==> src/logic/imdu_pkg.sv <==
// shared constants and types for the integer multiply/divide unit
`default_nettype none
package imdu_pkg;
  localparam int WORD_W = 32;
  localparam int DWORD_W = 64;
  localparam int HALF_W = 16;
  localparam int BYTE_W = 8;
  localparam int REG_IDX_W = 3;
  localparam int IMM_LSB = 0;
  localparam int OP_W = 3;
  localparam int DIV_STEPS = 64;
  localparam int STEP_W = 7;
  // operation codes on the command port
  localparam logic [2:0] OP_MULTIPLY_MEMORY_WORD = 3'h0;
  localparam logic [2:0] OP_MULTIPLY_REG_REG = 3'h1;
  localparam logic [2:0] OP_MULTIPLY_IMMEDIATE = 3'h2;
  localparam logic [2:0] OP_DIVIDE_MEMORY_BYTE = 3'h3;
  localparam logic [2:0] OP_DIVIDE_MEMORY_HALFWORD = 3'h4;
  localparam logic [2:0] OP_DIVIDE_MEMORY_WORD = 3'h5;
  localparam logic [2:0] OP_DIVIDE_REG_REG = 3'h6;
  localparam logic [2:0] OP_DIVIDE_IMMEDIATE = 3'h7;
  // condition code field order: {exception, positive, negative, zero}
  localparam int CC_W = 4;
  localparam int CC_EXC = 3;
  localparam int CC_POS = 2;
  localparam int CC_NEG = 1;
  localparam int CC_ZERO = 0;
  typedef enum logic [1:0] {IMDU_IDLE, IMDU_DIV, IMDU_DONE} imdu_state_t;
endpackage
`default_nettype wire

==> src/logic/imdu_divcore.sv <==
// unsigned 64 by 32 restoring divider, one quotient bit per cycle
`default_nettype none
module imdu_divcore #(
  parameter int DW = 64,
  parameter int VW = 32,
  parameter int SW = 7
) (
  input wire logic clk, // processor clock
  input wire logic reset_n, // synchronous reset, active low
  input wire logic start, // one-cycle start pulse
  input wire logic [DW-1:0] dividend, // magnitude of dividend
  input wire logic [VW-1:0] divisor, // magnitude of divisor, zero passed through and flagged by the caller
  output logic busy, // high while iterating
  output logic done, // one-cycle pulse when result valid
  output logic [DW-1:0] quotient, // full-width quotient magnitude
  output logic [VW-1:0] remainder // remainder magnitude
);
  typedef struct packed {
    logic busy;
    logic done;
    logic [SW-1:0] step;
    logic [DW-1:0] quo;
    logic [VW:0] rem;
    logic [VW-1:0] dvs;
  } imdu_div_t;

  imdu_div_t st_r, st_nxt;
  logic [VW:0] trial;

  // ****************************************
  // shift-subtract iteration
  // ****************************************
  // a full 64-bit quotient is kept so overflow is judged on the exact value
  always_comb
  begin
    st_nxt = st_r;
    st_nxt.done = 1'b0;
    trial = '0;
    if (start)
    begin
      st_nxt.busy = 1'b1;
      st_nxt.step = SW'(DW);
      st_nxt.quo = dividend;
      st_nxt.rem = '0;
      st_nxt.dvs = divisor;
    end
    else if (st_r.busy)
    begin
      trial = {st_r.rem[VW-1:0], st_r.quo[DW-1]} - {1'b0, st_r.dvs};
      if (!trial[VW])
      begin
        st_nxt.rem = trial;
        st_nxt.quo = {st_r.quo[DW-2:0], 1'b1};
      end
      else
      begin
        st_nxt.rem = {st_r.rem[VW-1:0], st_r.quo[DW-1]};
        st_nxt.quo = {st_r.quo[DW-2:0], 1'b0};
      end
      st_nxt.step = st_r.step - SW'(1);
      if (st_r.step == SW'(1))
      begin
        st_nxt.busy = 1'b0;
        st_nxt.done = 1'b1;
      end
    end
  end

  always_ff @(posedge clk)
  begin
    if (!reset_n)
      st_r <= '0;
    else
      st_r <= st_nxt;
  end

  assign busy = st_r.busy;
  assign done = st_r.done;
  assign quotient = st_r.quo;
  assign remainder = st_r.rem[VW-1:0];
endmodule
`default_nettype wire

==> src/logic/imdu_top.sv <==
// integer multiply/divide execution unit with register-pair results
`default_nettype none
module imdu_top (
  input wire logic REF_CLK, // processor clock, 125 MHz
  input wire logic RESET_N, // synchronous reset, active low
  input wire logic START, // one-cycle request pulse, taken when READY
  input wire logic [2:0] OPCODE, // operation select
  input wire logic [2:0] DEST_REG, // pair register number, even
  input wire logic [31:0] EVEN_WORD, // contents of pair even register
  input wire logic [31:0] ODD_WORD, // contents of pair odd register
  input wire logic [31:0] SOURCE_WORD, // source_register_field register contents
  input wire logic [31:0] MEM_WORD, // word at effective_word_address
  input wire logic [15:0] MEM_HALF, // halfword at effective_halfword_address
  input wire logic [7:0] MEM_BYTE, // byte at effective_byte_address
  input wire logic [15:0] IMM_FIELD, // instruction bits 16-31
  output logic READY, // idle and able to take a request
  output logic DONE, // one-cycle pulse, results valid
  output logic WRITE_EN, // one-cycle pulse with DONE, pair write enable
  output logic [2:0] WRITE_EVEN_REG, // even register number to write
  output logic [2:0] WRITE_ODD_REG, // odd register number to write
  output logic [31:0] WRITE_EVEN_DATA, // high word or remainder
  output logic [31:0] WRITE_ODD_DATA, // low word or quotient
  output logic [3:0] PSW_CC, // program_status_word condition bits {exc,pos,neg,zero}
  output logic PSW_CC_WE // one-cycle pulse, update condition bits
);
  // ****************************************
  // state record
  // ****************************************
  typedef struct packed {
    imdu_pkg::imdu_state_t state;
    logic ready;
    logic done;
    logic wen;
    logic cc_we;
    logic [2:0] reg_even;
    logic [31:0] orig_even;
    logic [31:0] orig_odd;
    logic [31:0] dvs;
    logic [31:0] even_out;
    logic [31:0] odd_out;
    logic [3:0] cc;
  } imdu_top_t;

  imdu_top_t st_r, st_nxt;

  logic div_start;
  logic div_busy;
  logic div_done;
  logic [63:0] div_quo;
  logic [31:0] div_rem;
  logic [63:0] div_dividend;
  logic [31:0] div_divisor;

  // two's complement negation, shared by the magnitude and sign-restore paths
  function automatic logic [63:0] neg64(input logic [63:0] v);
    neg64 = ~v + 64'h0000000000000001;
  endfunction

  function automatic logic [31:0] neg32(input logic [31:0] v);
    neg32 = ~v + 32'h00000001;
  endfunction

  // magnitude of a signed value, returned unsigned at the same width
  function automatic logic [63:0] mag64(input logic [63:0] v);
    mag64 = v[63] ? neg64(v) : v;
  endfunction

  function automatic logic [31:0] mag32(input logic [31:0] v);
    mag32 = v[31] ? neg32(v) : v;
  endfunction

  // sign/zero classification of a signed value into the four condition bits
  function automatic logic [3:0] cc_of(input logic neg, input logic zero);
    logic [3:0] c;
    c = '0;
    c[imdu_pkg::CC_NEG] = neg;
    c[imdu_pkg::CC_ZERO] = zero;
    c[imdu_pkg::CC_POS] = !neg && !zero;
    cc_of = c;
  endfunction

  logic [31:0] mul_a;
  logic [63:0] product;
  logic [31:0] dvs_sel;
  logic is_div;

  // ****************************************
  // operand selection
  // ****************************************
  always_comb
  begin
    is_div = 1'b0;
    mul_a = MEM_WORD;
    dvs_sel = MEM_WORD;
    case (OPCODE)
      imdu_pkg::OP_MULTIPLY_MEMORY_WORD: mul_a = MEM_WORD;
      imdu_pkg::OP_MULTIPLY_REG_REG: mul_a = SOURCE_WORD;
      imdu_pkg::OP_MULTIPLY_IMMEDIATE: mul_a = {{imdu_pkg::HALF_W{IMM_FIELD[15]}}, IMM_FIELD};
      imdu_pkg::OP_DIVIDE_MEMORY_BYTE:
      begin
        is_div = 1'b1;
        dvs_sel = {{(imdu_pkg::WORD_W - imdu_pkg::BYTE_W){1'b0}}, MEM_BYTE};
      end
      imdu_pkg::OP_DIVIDE_MEMORY_HALFWORD:
      begin
        is_div = 1'b1;
        dvs_sel = {{imdu_pkg::HALF_W{MEM_HALF[15]}}, MEM_HALF};
      end
      imdu_pkg::OP_DIVIDE_MEMORY_WORD:
      begin
        is_div = 1'b1;
        dvs_sel = MEM_WORD;
      end
      imdu_pkg::OP_DIVIDE_REG_REG:
      begin
        is_div = 1'b1;
        dvs_sel = SOURCE_WORD;
      end
      default:
      begin
        is_div = 1'b1;
        dvs_sel = {{imdu_pkg::HALF_W{IMM_FIELD[15]}}, IMM_FIELD};
      end
    endcase
  end

  // odd word read from the same port covers the squaring case
  // both factors widened first so the product is formed at full width on every tool
  assign product = $signed({{imdu_pkg::WORD_W{mul_a[31]}}, mul_a}) *
    $signed({{imdu_pkg::WORD_W{ODD_WORD[31]}}, ODD_WORD});

  // divider works on magnitudes, signs are applied afterwards
  assign div_dividend = mag64({st_r.orig_even, st_r.orig_odd});
  assign div_divisor = mag32(st_r.dvs);

  imdu_divcore #(
    .DW(imdu_pkg::DWORD_W),
    .VW(imdu_pkg::WORD_W),
    .SW(imdu_pkg::STEP_W)
  ) u_div (
    .clk(REF_CLK),
    .reset_n(RESET_N),
    .start(div_start),
    .dividend(div_dividend),
    .divisor(div_divisor),
    .busy(div_busy),
    .done(div_done),
    .quotient(div_quo),
    .remainder(div_rem)
  );

  logic d_neg;
  logic q_neg;
  logic [63:0] q_signed;
  logic [31:0] r_signed;
  logic q_ovf;
  logic dvs_zero;

  // ****************************************
  // divide result shaping
  // ****************************************
  // a zero divisor cannot give a 32-bit quotient, so it is an overflow
  always_comb
  begin
    d_neg = st_r.orig_even[31];
    // quotient sign is product of signs
    q_neg = d_neg ^ st_r.dvs[31];
    dvs_zero = (st_r.dvs == '0);
    // a zero magnitude quotient is written as plain zero
    q_signed = q_neg ? neg64(div_quo) : div_quo;
    r_signed = d_neg ? neg32(div_rem) : div_rem;
    // quotient must fit in a signed word
    q_ovf = dvs_zero || (q_signed[63:31] != {33{q_signed[31]}});
  end

  // ****************************************
  // sequencing
  // ****************************************
  always_comb
  begin
    st_nxt = st_r;
    st_nxt.done = 1'b0;
    st_nxt.wen = 1'b0;
    st_nxt.cc_we = 1'b0;
    div_start = 1'b0;
    case (st_r.state)
      imdu_pkg::IMDU_IDLE:
      begin
        st_nxt.ready = 1'b1;
        // a request in the first cycle after reset is not taken: ready is still low
        if (START && st_r.ready)
        begin
          st_nxt.ready = 1'b0;
          // even register names the pair, odd is one higher
          st_nxt.reg_even = {DEST_REG[2:1], 1'b0};
          st_nxt.orig_even = EVEN_WORD;
          st_nxt.orig_odd = ODD_WORD;
          st_nxt.dvs = dvs_sel;
          if (is_div)
            st_nxt.state = imdu_pkg::IMDU_DIV;
          else
          begin
            // high word to even register, low to odd
            st_nxt.even_out = product[63:32];
            st_nxt.odd_out = product[31:0];
            st_nxt.cc = cc_of(product[63], product == '0);
            st_nxt.state = imdu_pkg::IMDU_DONE;
          end
        end
      end
      imdu_pkg::IMDU_DIV:
      begin
        if (!div_busy && !div_done)
          div_start = 1'b1;
        if (div_done)
        begin
          // commit only after the whole result is known
          if (q_ovf)
          begin
            st_nxt.even_out = st_r.orig_even;
            st_nxt.odd_out = st_r.orig_odd;
            st_nxt.cc = '0;
            st_nxt.cc[imdu_pkg::CC_EXC] = 1'b1;
          end
          else
          begin
            st_nxt.even_out = r_signed;
            st_nxt.odd_out = q_signed[31:0];
            // one sign bit from the quotient word
            st_nxt.cc = cc_of(q_signed[31], q_signed[31:0] == '0);
          end
          st_nxt.state = imdu_pkg::IMDU_DONE;
        end
      end
      default:
      begin
        st_nxt.done = 1'b1;
        st_nxt.wen = 1'b1;
        st_nxt.cc_we = 1'b1;
        st_nxt.ready = 1'b1;
        st_nxt.state = imdu_pkg::IMDU_IDLE;
      end
    endcase
  end

  // the divider start is one cycle behind entry so it sees registered operands
  always_ff @(posedge REF_CLK)
  begin
    if (!RESET_N)
    begin
      st_r <= '0;
      st_r.state <= imdu_pkg::IMDU_IDLE;
    end
    else
      st_r <= st_nxt;
  end

  // ****************************************
  // outputs straight from the state record
  // ****************************************
  assign READY = st_r.ready;
  assign DONE = st_r.done;
  assign WRITE_EN = st_r.wen;
  assign WRITE_EVEN_REG = st_r.reg_even;
  assign WRITE_ODD_REG = {st_r.reg_even[2:1], 1'b1};
  assign WRITE_EVEN_DATA = st_r.even_out;
  assign WRITE_ODD_DATA = st_r.odd_out;
  assign PSW_CC = st_r.cc;
  assign PSW_CC_WE = st_r.cc_we;
endmodule
`default_nettype wire

==> config.mk <==
export PLATFORM = sky130hd
export DESIGN_NAME = imdu_top
export DESIGN_NICKNAME = d
export VERILOG_FILES = /design/src/logic/imdu_pkg.sv /design/src/logic/imdu_divcore.sv /design/src/logic/imdu_top.sv
export SDC_FILE = /design/constraint.sdc
export NUM_CORES = 2
export LEC_CHECK = 0
export ABC_AREA = 1
export ABC_CLOCK_PERIOD_IN_PS = 22100
export BUFFER_PORTS_ARGS = -buffer_cell sky130_fd_sc_hd__buf_2
export CAP_MARGIN = 20
export CELL_PAD_IN_SITES_DETAIL_PLACEMENT = 2
export CELL_PAD_IN_SITES_GLOBAL_PLACEMENT = 2
export CORE_MARGIN = 8
export CORE_UTILIZATION = 30
export CTS_CLUSTER_DIAMETER = 200
export DETAILED_ROUTE_END_ITERATION = 7
export PLACE_DENSITY = 0.73
export SYNTH_ARGS = -nofsm -noshare
export SYNTH_HDL_FRONTEND = slang
export SYNTH_HIERARCHICAL = 1
export SYNTH_SLANG_ARGS = --single-unit
==> constraint.sdc <==
create_clock -name REF_CLK -period 22.1 [get_ports REF_CLK]
set_input_delay 3.315 -clock REF_CLK [delete_from_list [all_inputs] [get_ports REF_CLK]]
set_output_delay 3.315 -clock REF_CLK [all_outputs]
set_load 0.05 [all_outputs]
# Yosys cells after proc, flatten, opt, wreduce, memory -nomap -nowiden
# Index checks and enable logic that the tools add are counted.
# W data, S select, Z words.
[classes]
n_eq_ne = 12
n_reduce_logical = 26
addsub = 6
mul = 1
muxes = 24
bitwise_logic = 7
[ops]
columns = ["operator", "n"]
rows = [
  ["$mux W68", 4],
  ["$pmux W68 S2", 1],
  ["$add A64 B1 Y64 const B", 2],
  ["$mux W64", 2],
  ["$not A64 Y64", 2],
  ["$pmux W32 S4", 1],
  ["$mux W106", 1],
  ["$mux W104", 1],
  ["$add A32 B1 Y32 const B", 2],
  ["$logic_not A32 Y1", 2],
  ["$logic_not A64 Y1", 1],
  ["$mul A32 B32 Y64", 1],
  ["$mux W32", 2],
  ["$not A32 Y32", 2],
  ["$pmux W32 S2", 1],
  ["$mux W34", 1],
  ["$sub A33 B32 Y33", 1],
  ["$ne A32 B32 Y1", 1],
  ["$eq A3 B3 Y1 const B", 3],
  ["$eq A7 B1 Y1 const B", 1],
  ["$sub A7 B1 Y7 const B", 1],
  ["$eq A3 B2 Y1 const B", 2],
  ["$logic_not A1 Y1", 6],
  ["$mux W2", 3],
  ["other kinds (20)", 32],
]
[word_totals]
elab_cells = 95
in_bits = 177
output_inout_bits = 78
reg_bits = 310

# Logic depth before layout (Yosys ltp)
[depth]
ltp_word = 9
ltp_mapped = 45
depth_no_buf = 43

# By module
# The synthesis kept the hierarchy.
[modules_own_cells]
columns = ["module", "area_each_um2", "n_inst", "seq_area_each_um2", "cells_per_inst"]
rows = [
  ["imdu_top", 51484.4, 1, 3403.3, 6970],
  ["imdu_divcore", 9303.9, 1, 2742.6, 1530],
]

# Least setup slack after synthesis
# Ideal clock, no wire load.
[synth_timing]
path_kind = "input port to flip-flop"
startpoint = "input port OPCODE[0]"
endpoint = "register st_r (netlist bit PSW_CC[2])"
n_path_buf = 3
stages = 37
setup_ps = 117
setup_slack_ps = 10496
arrival_time_ps = 11487
t_required_ps = 21983
path_cell_list = "inv_1 nand3_1 nand2_1 clkbuf_1 clkbuf_1 or2_2 nand2_1 clkbuf_1 nor2_1 fa_1 fa_1 fa_1 fa_1 inv_1 fa_1 inv_1 fa_1 inv_1 fa_1 inv_1 fa_1 ha_1 nand2_1 nor2_1 inv_1 nor4_1 o21ai_0 nand3_1 nand2_1 nand2_1 nand2_1 nor2_1 nand2_1 nor2_1 nand3_1 a21oi_1 nor2_1"
[synth_between]
elab_chain_len = 9
word_cells_on_any_way = 15
cone_classes = "mul: 1; eq/ne: 3; mux: 4; reduce/logical: 7"
[synth_rtl]
columns = ["item", "line_no", "source"]
rows = [
  ["start, declared", "imdu_top.sv:7", "input wire logic [2:0] OPCODE,"],
  ["$eq A3 B2 Y1 or $eq A3 B1 Y1 (tied branches)", "imdu_top.sv:95", "case (OPCODE)"],
  ["$pmux W32 S2", "imdu_top.sv:95", ""],
  ["$mul A32 B32 Y64", "imdu_top.sv:129", "assign product = $signed({{imdu_pkg::WORD_W{mul_a[31]}}, mul_a}) *"],
  ["$logic_not A64 Y1", "imdu_top.sv:206", "st_nxt.cc = cc_of(product[63], product == '0);"],
  ["$logic_not A1 Y1", "imdu_top.sv:78", "c[imdu_pkg::CC_POS] = !neg && !zero;"],
  ["$logic_and A1 B1 Y1", "imdu_top.sv:78", ""],
  ["$mux W68", "imdu_top.sv:199", "if (is_div)"],
  ["$mux W68", "imdu_top.sv:191", "if (START && st_r.ready)"],
  ["$pmux W68 S2", "imdu_top.sv:186", "case (st_r.state)"],
  ["end signal, assigned", "imdu_top.sv:255", "st_r <= st_nxt;"],
  ["end, declared", "imdu_top.sv:44", "imdu_top_t st_r, st_nxt;"],
]
# Parallel ways exist; a longest one is shown, timed or not. The select of a mux whose other input is x is not followed.
# A chain may end at the register's enable or synchronous reset.

# Worst setup path in the final report
[layout_timing]
startpoint = "input port OPCODE[2]"
endpoint = "register st_r (netlist bit PSW_CC[0])"
[layout_between]
elab_chain_len = 7
word_cells_on_any_way = 12
cone_classes = "mul: 1; eq/ne: 3; mux: 4; reduce/logical: 4"
[layout_rtl]
columns = ["item", "line_no"]
rows = [
  ["$eq A3 B2 Y1 or $eq A3 B1 Y1 (tied branches)", "imdu_top.sv:95"],
  ["$pmux W32 S2", "imdu_top.sv:95"],
  ["$mul A32 B32 Y64", "imdu_top.sv:129"],
  ["$logic_not A64 Y1", "imdu_top.sv:206"],
  ["$mux W68", "imdu_top.sv:199"],
  ["$mux W68", "imdu_top.sv:191"],
  ["$pmux W68 S2", "imdu_top.sv:186"],
]
# Parallel ways exist; a longest one is shown, timed or not. The select of a mux whose other input is x is not followed.

==> metrics.md <==
| Metric | Value |
|---|---|
| Outcome | `finished, final reports clean` |
| Max H-tree Level | `2` |
| Global-route wire length before repair | `425000 um` |
| Clock slew at reported path FFs | `60 ps` |
| Sequential area share after synthesis | `0.101` |
| Clk Latency, worst-skew pair | `610 ps` |
| Cells on worst reg2reg path | `24` |
| Setup WS post-layout | `7340 ps` |
| Number of global-route vias before repair | `65161` |
| Setup bufs post-CTS | `0` |
| Die Ht | `466 um` |
| Path type of the worst min-delay path | `register to register` |
| CTS Root Cell | `clkbuf_16` |
| Max Clk Rate | `0.0677 GHz` |
| Critical path fanouts, max | `20` |
| Unrepaired setup endpoints after global routing | `false` |
| Detailed placer's ending HPWL | `234000 um` |
| Number of vias per cell | `5.11` |
| Inserted Clock Buffers | `39` |
| CP most frequent cell | `fa_1` |
| Max-Cap Viols | `0` |
| Synth Instances | `8500` |
| Final hold violation count | `0` |
| Worst stage delay on the critical path | `960 ps` |
| CP Capture Type | `register` |
| WS Path Type | `primary input to register` |
| Worst Path Arrival | `15320 ps` |
| Number of setup violations in the final report | `0` |
| Routed Wire Length | `285000 um` |
| Total Neg Setup Slack | `0 ps` |
| Asr flop ratio synth | `0` |
| Max-slew violations | `0` |
| Placer Congestion | `0.927` |
| Worst setup startpoint | `OPCODE[2]` |
| Worst R2R Start | `st_r[99]` |
| Die Width | `466 um` |
| GRT Total Usage | `0.258` |
| GRT overflow | `0` |
| Layout cells sized above 1 | `0.0628` |
| Post-Place Worst Slack | `6980 ps` |
| Synth cell types | `52` |
| Synth area leaders | `fa_1 36%, nand2_1 12%, inv_1 10%` |
| Maximum root-to-sink buffer count | `3` |
| Clock sinks | `307` |
| Fin crit share | `0.668` |
| Period minus WS final | `14760 ps` |
| Initial Util | `0.301` |
| Crit path capture | `PSW_CC[0]` |
| Seq cells post-synth | `307` |
| Mapped Nets | `9982` |
| WL/cell | `25.7 um` |
| Crit Reg-Reg Endpoint | `WRITE_ODD_DATA[5]` |
| Initial antenna violation count | `26` |
| Hold_buf cts | `0` |
| Slew headroom | `0.205` |
| Largest area contributor in the synthesized netlist | `fa_1` |
| Antenna Nets Post-Route | `0` |
| Drt initial violations | `3100` |
| Ys Warns | `6` |
| FF-to-FF setup slack | `15840 ps` |
| CTS tree | `built` |
| Largest net degree at the start of global routing | `80` |
| CP max-delay cell | `clkinv_1` |
| Hold Slack | `471 ps` |
| Synth Cell Area | `60800 um^2` |
| Synth top area share | `0.357` |
| Worst slew pin tran | `1180 ps` |
| DR vias | `56735` |
| Port buffer count | `251` |
| WP data required | `22660 ps` |
| Final nets | `9874` |
| Ys flop type | `dfxtp_1` |
| CP startpoint kind | `primary input` |
| Worst Clk Skew | `40.2 ps` |
| First-pass iteration count of the detailed router | `6` |
| Row count | `165` |
| Total core area | `202000 um^2` |
| Syn_area_per_cell | `7.15 um^2` |
| Number of flops mapped to enable cells by yosys | `0` |
| Synth-to-Final Area Change | `7.07%` |
| Most common cell in the netlist | `nand2_1` |
| Die area | `217000 um^2` |
| Synth cell count leaders | `1955 x nand2_1, 1693 x inv_1, 1160 x nor2_1, 1083 x fa_1, 368 x nand3_1` |
| Resized cells post-CTS | `0` |
| DRC Markers | `0` |
| Num ports | `255` |
[metal layers]
layer / GRT usage / routed length (um)
met3: 0.0245 / 11100
met2: 0.463 / 142000
met1: 0.318 / 119000
met4: 0.105 / 13800
met5: 0 / 27
[cell families after synthesis]
kind of cell / count (synthesis) / share of synthesized area
AOI/OAI and AO/OA: 686 / 0.0638
adders and majority gates: 1305 / 0.402
xor gates and xnor gates: 207 / 0.0298
other: 2 / 0.000124
and+or+nand+nor: 3757 / 0.252
DFF: 307 / 0.101
buffers and inverters: 2236 / 0.151
[flip-flops by register name, indices dropped and copies added, names as in the netlist]
| name | cells |
|---|---|
| READY | 1 |
| st_r | 97 |
| DONE | 1 |
| u_div/busy | 1 |
| u_div/st_r | 39 |
| u_div/quotient | 64 |
| PSW_CC | 4 |
| u_div/remainder | 32 |
| d_neg | 1 |
| WRITE_EVEN_REG | 2 |
| WRITE_EVEN_DATA | 32 |
| WRITE_ODD_DATA | 32 |
| u_div/done | 1 |
[cell usage in the layout (no fill, tap or decap), types with 221 or more instances in the layout]
cell type,count
a21oi_1,221
buf_2,250
o21ai_0,271
nand3_1,368
ha_1,222
dfxtp_1,306
inv_1,1688
fa_1,1083
nand2_1,1954
nor2_1,1154
[layout make-up]
class | count | area (um^2)
clock inverters | 18 | 245
flip-flops and latches | 307 | 6150
repair buffers | 353 | 2130
fillers | 23866 | 137000
clock buffers | 51 | 1080
multi-input cells | 5957 | 45600
inverters | 1734 | 6510
diodes | 7 | 17.5
well taps | 2672 | 3340
[through the flow]
step / instances / util / cell area [um^2]
floorplan: 8500 / - / 60800
global placement: 11016 / 0.315 / 63600
detailed placement: 11017 / 0.315 / 63600
CTS: 11086 / 0.322 / 64900
global route: 11097 / 0.323 / 65100
finish: 11099 / 0.323 / 65100
[critical path: cells and delay by family]
| kind | cells | cell delay [ps] |
|---|---|---|
| AOI/OAI and AO/OA | 4 | 1100 |
| xor gates and xnor gates | 1 | 710 |
| adders and majority gates | 9 | 4540 |
| buffers and inverters | 9 | 2430 |
| and+or+nand+nor | 11 | 3160 |
[worst min path at each step]
stage	slack (ps)	cells past startpoint	start	endpoint
detailed placement	460	2	u_div/st_r[135]	u_div/st_r[135]
CTS	480	2	u_div/st_r[135]	u_div/st_r[135]
floorplan	430	2	st_r[172]	DONE
global route	500	2	WRITE_EVEN_REG[2]	WRITE_EVEN_REG[2]
global placement	450	2	u_div/st_r[135]	u_div/st_r[135]
finish	470	2	u_div/st_r[135]	u_div/st_r[135]
Power is left out: the tool's default activity adds up to more than one toggle a clock period on the data nets, which glitch-free logic cannot reach.
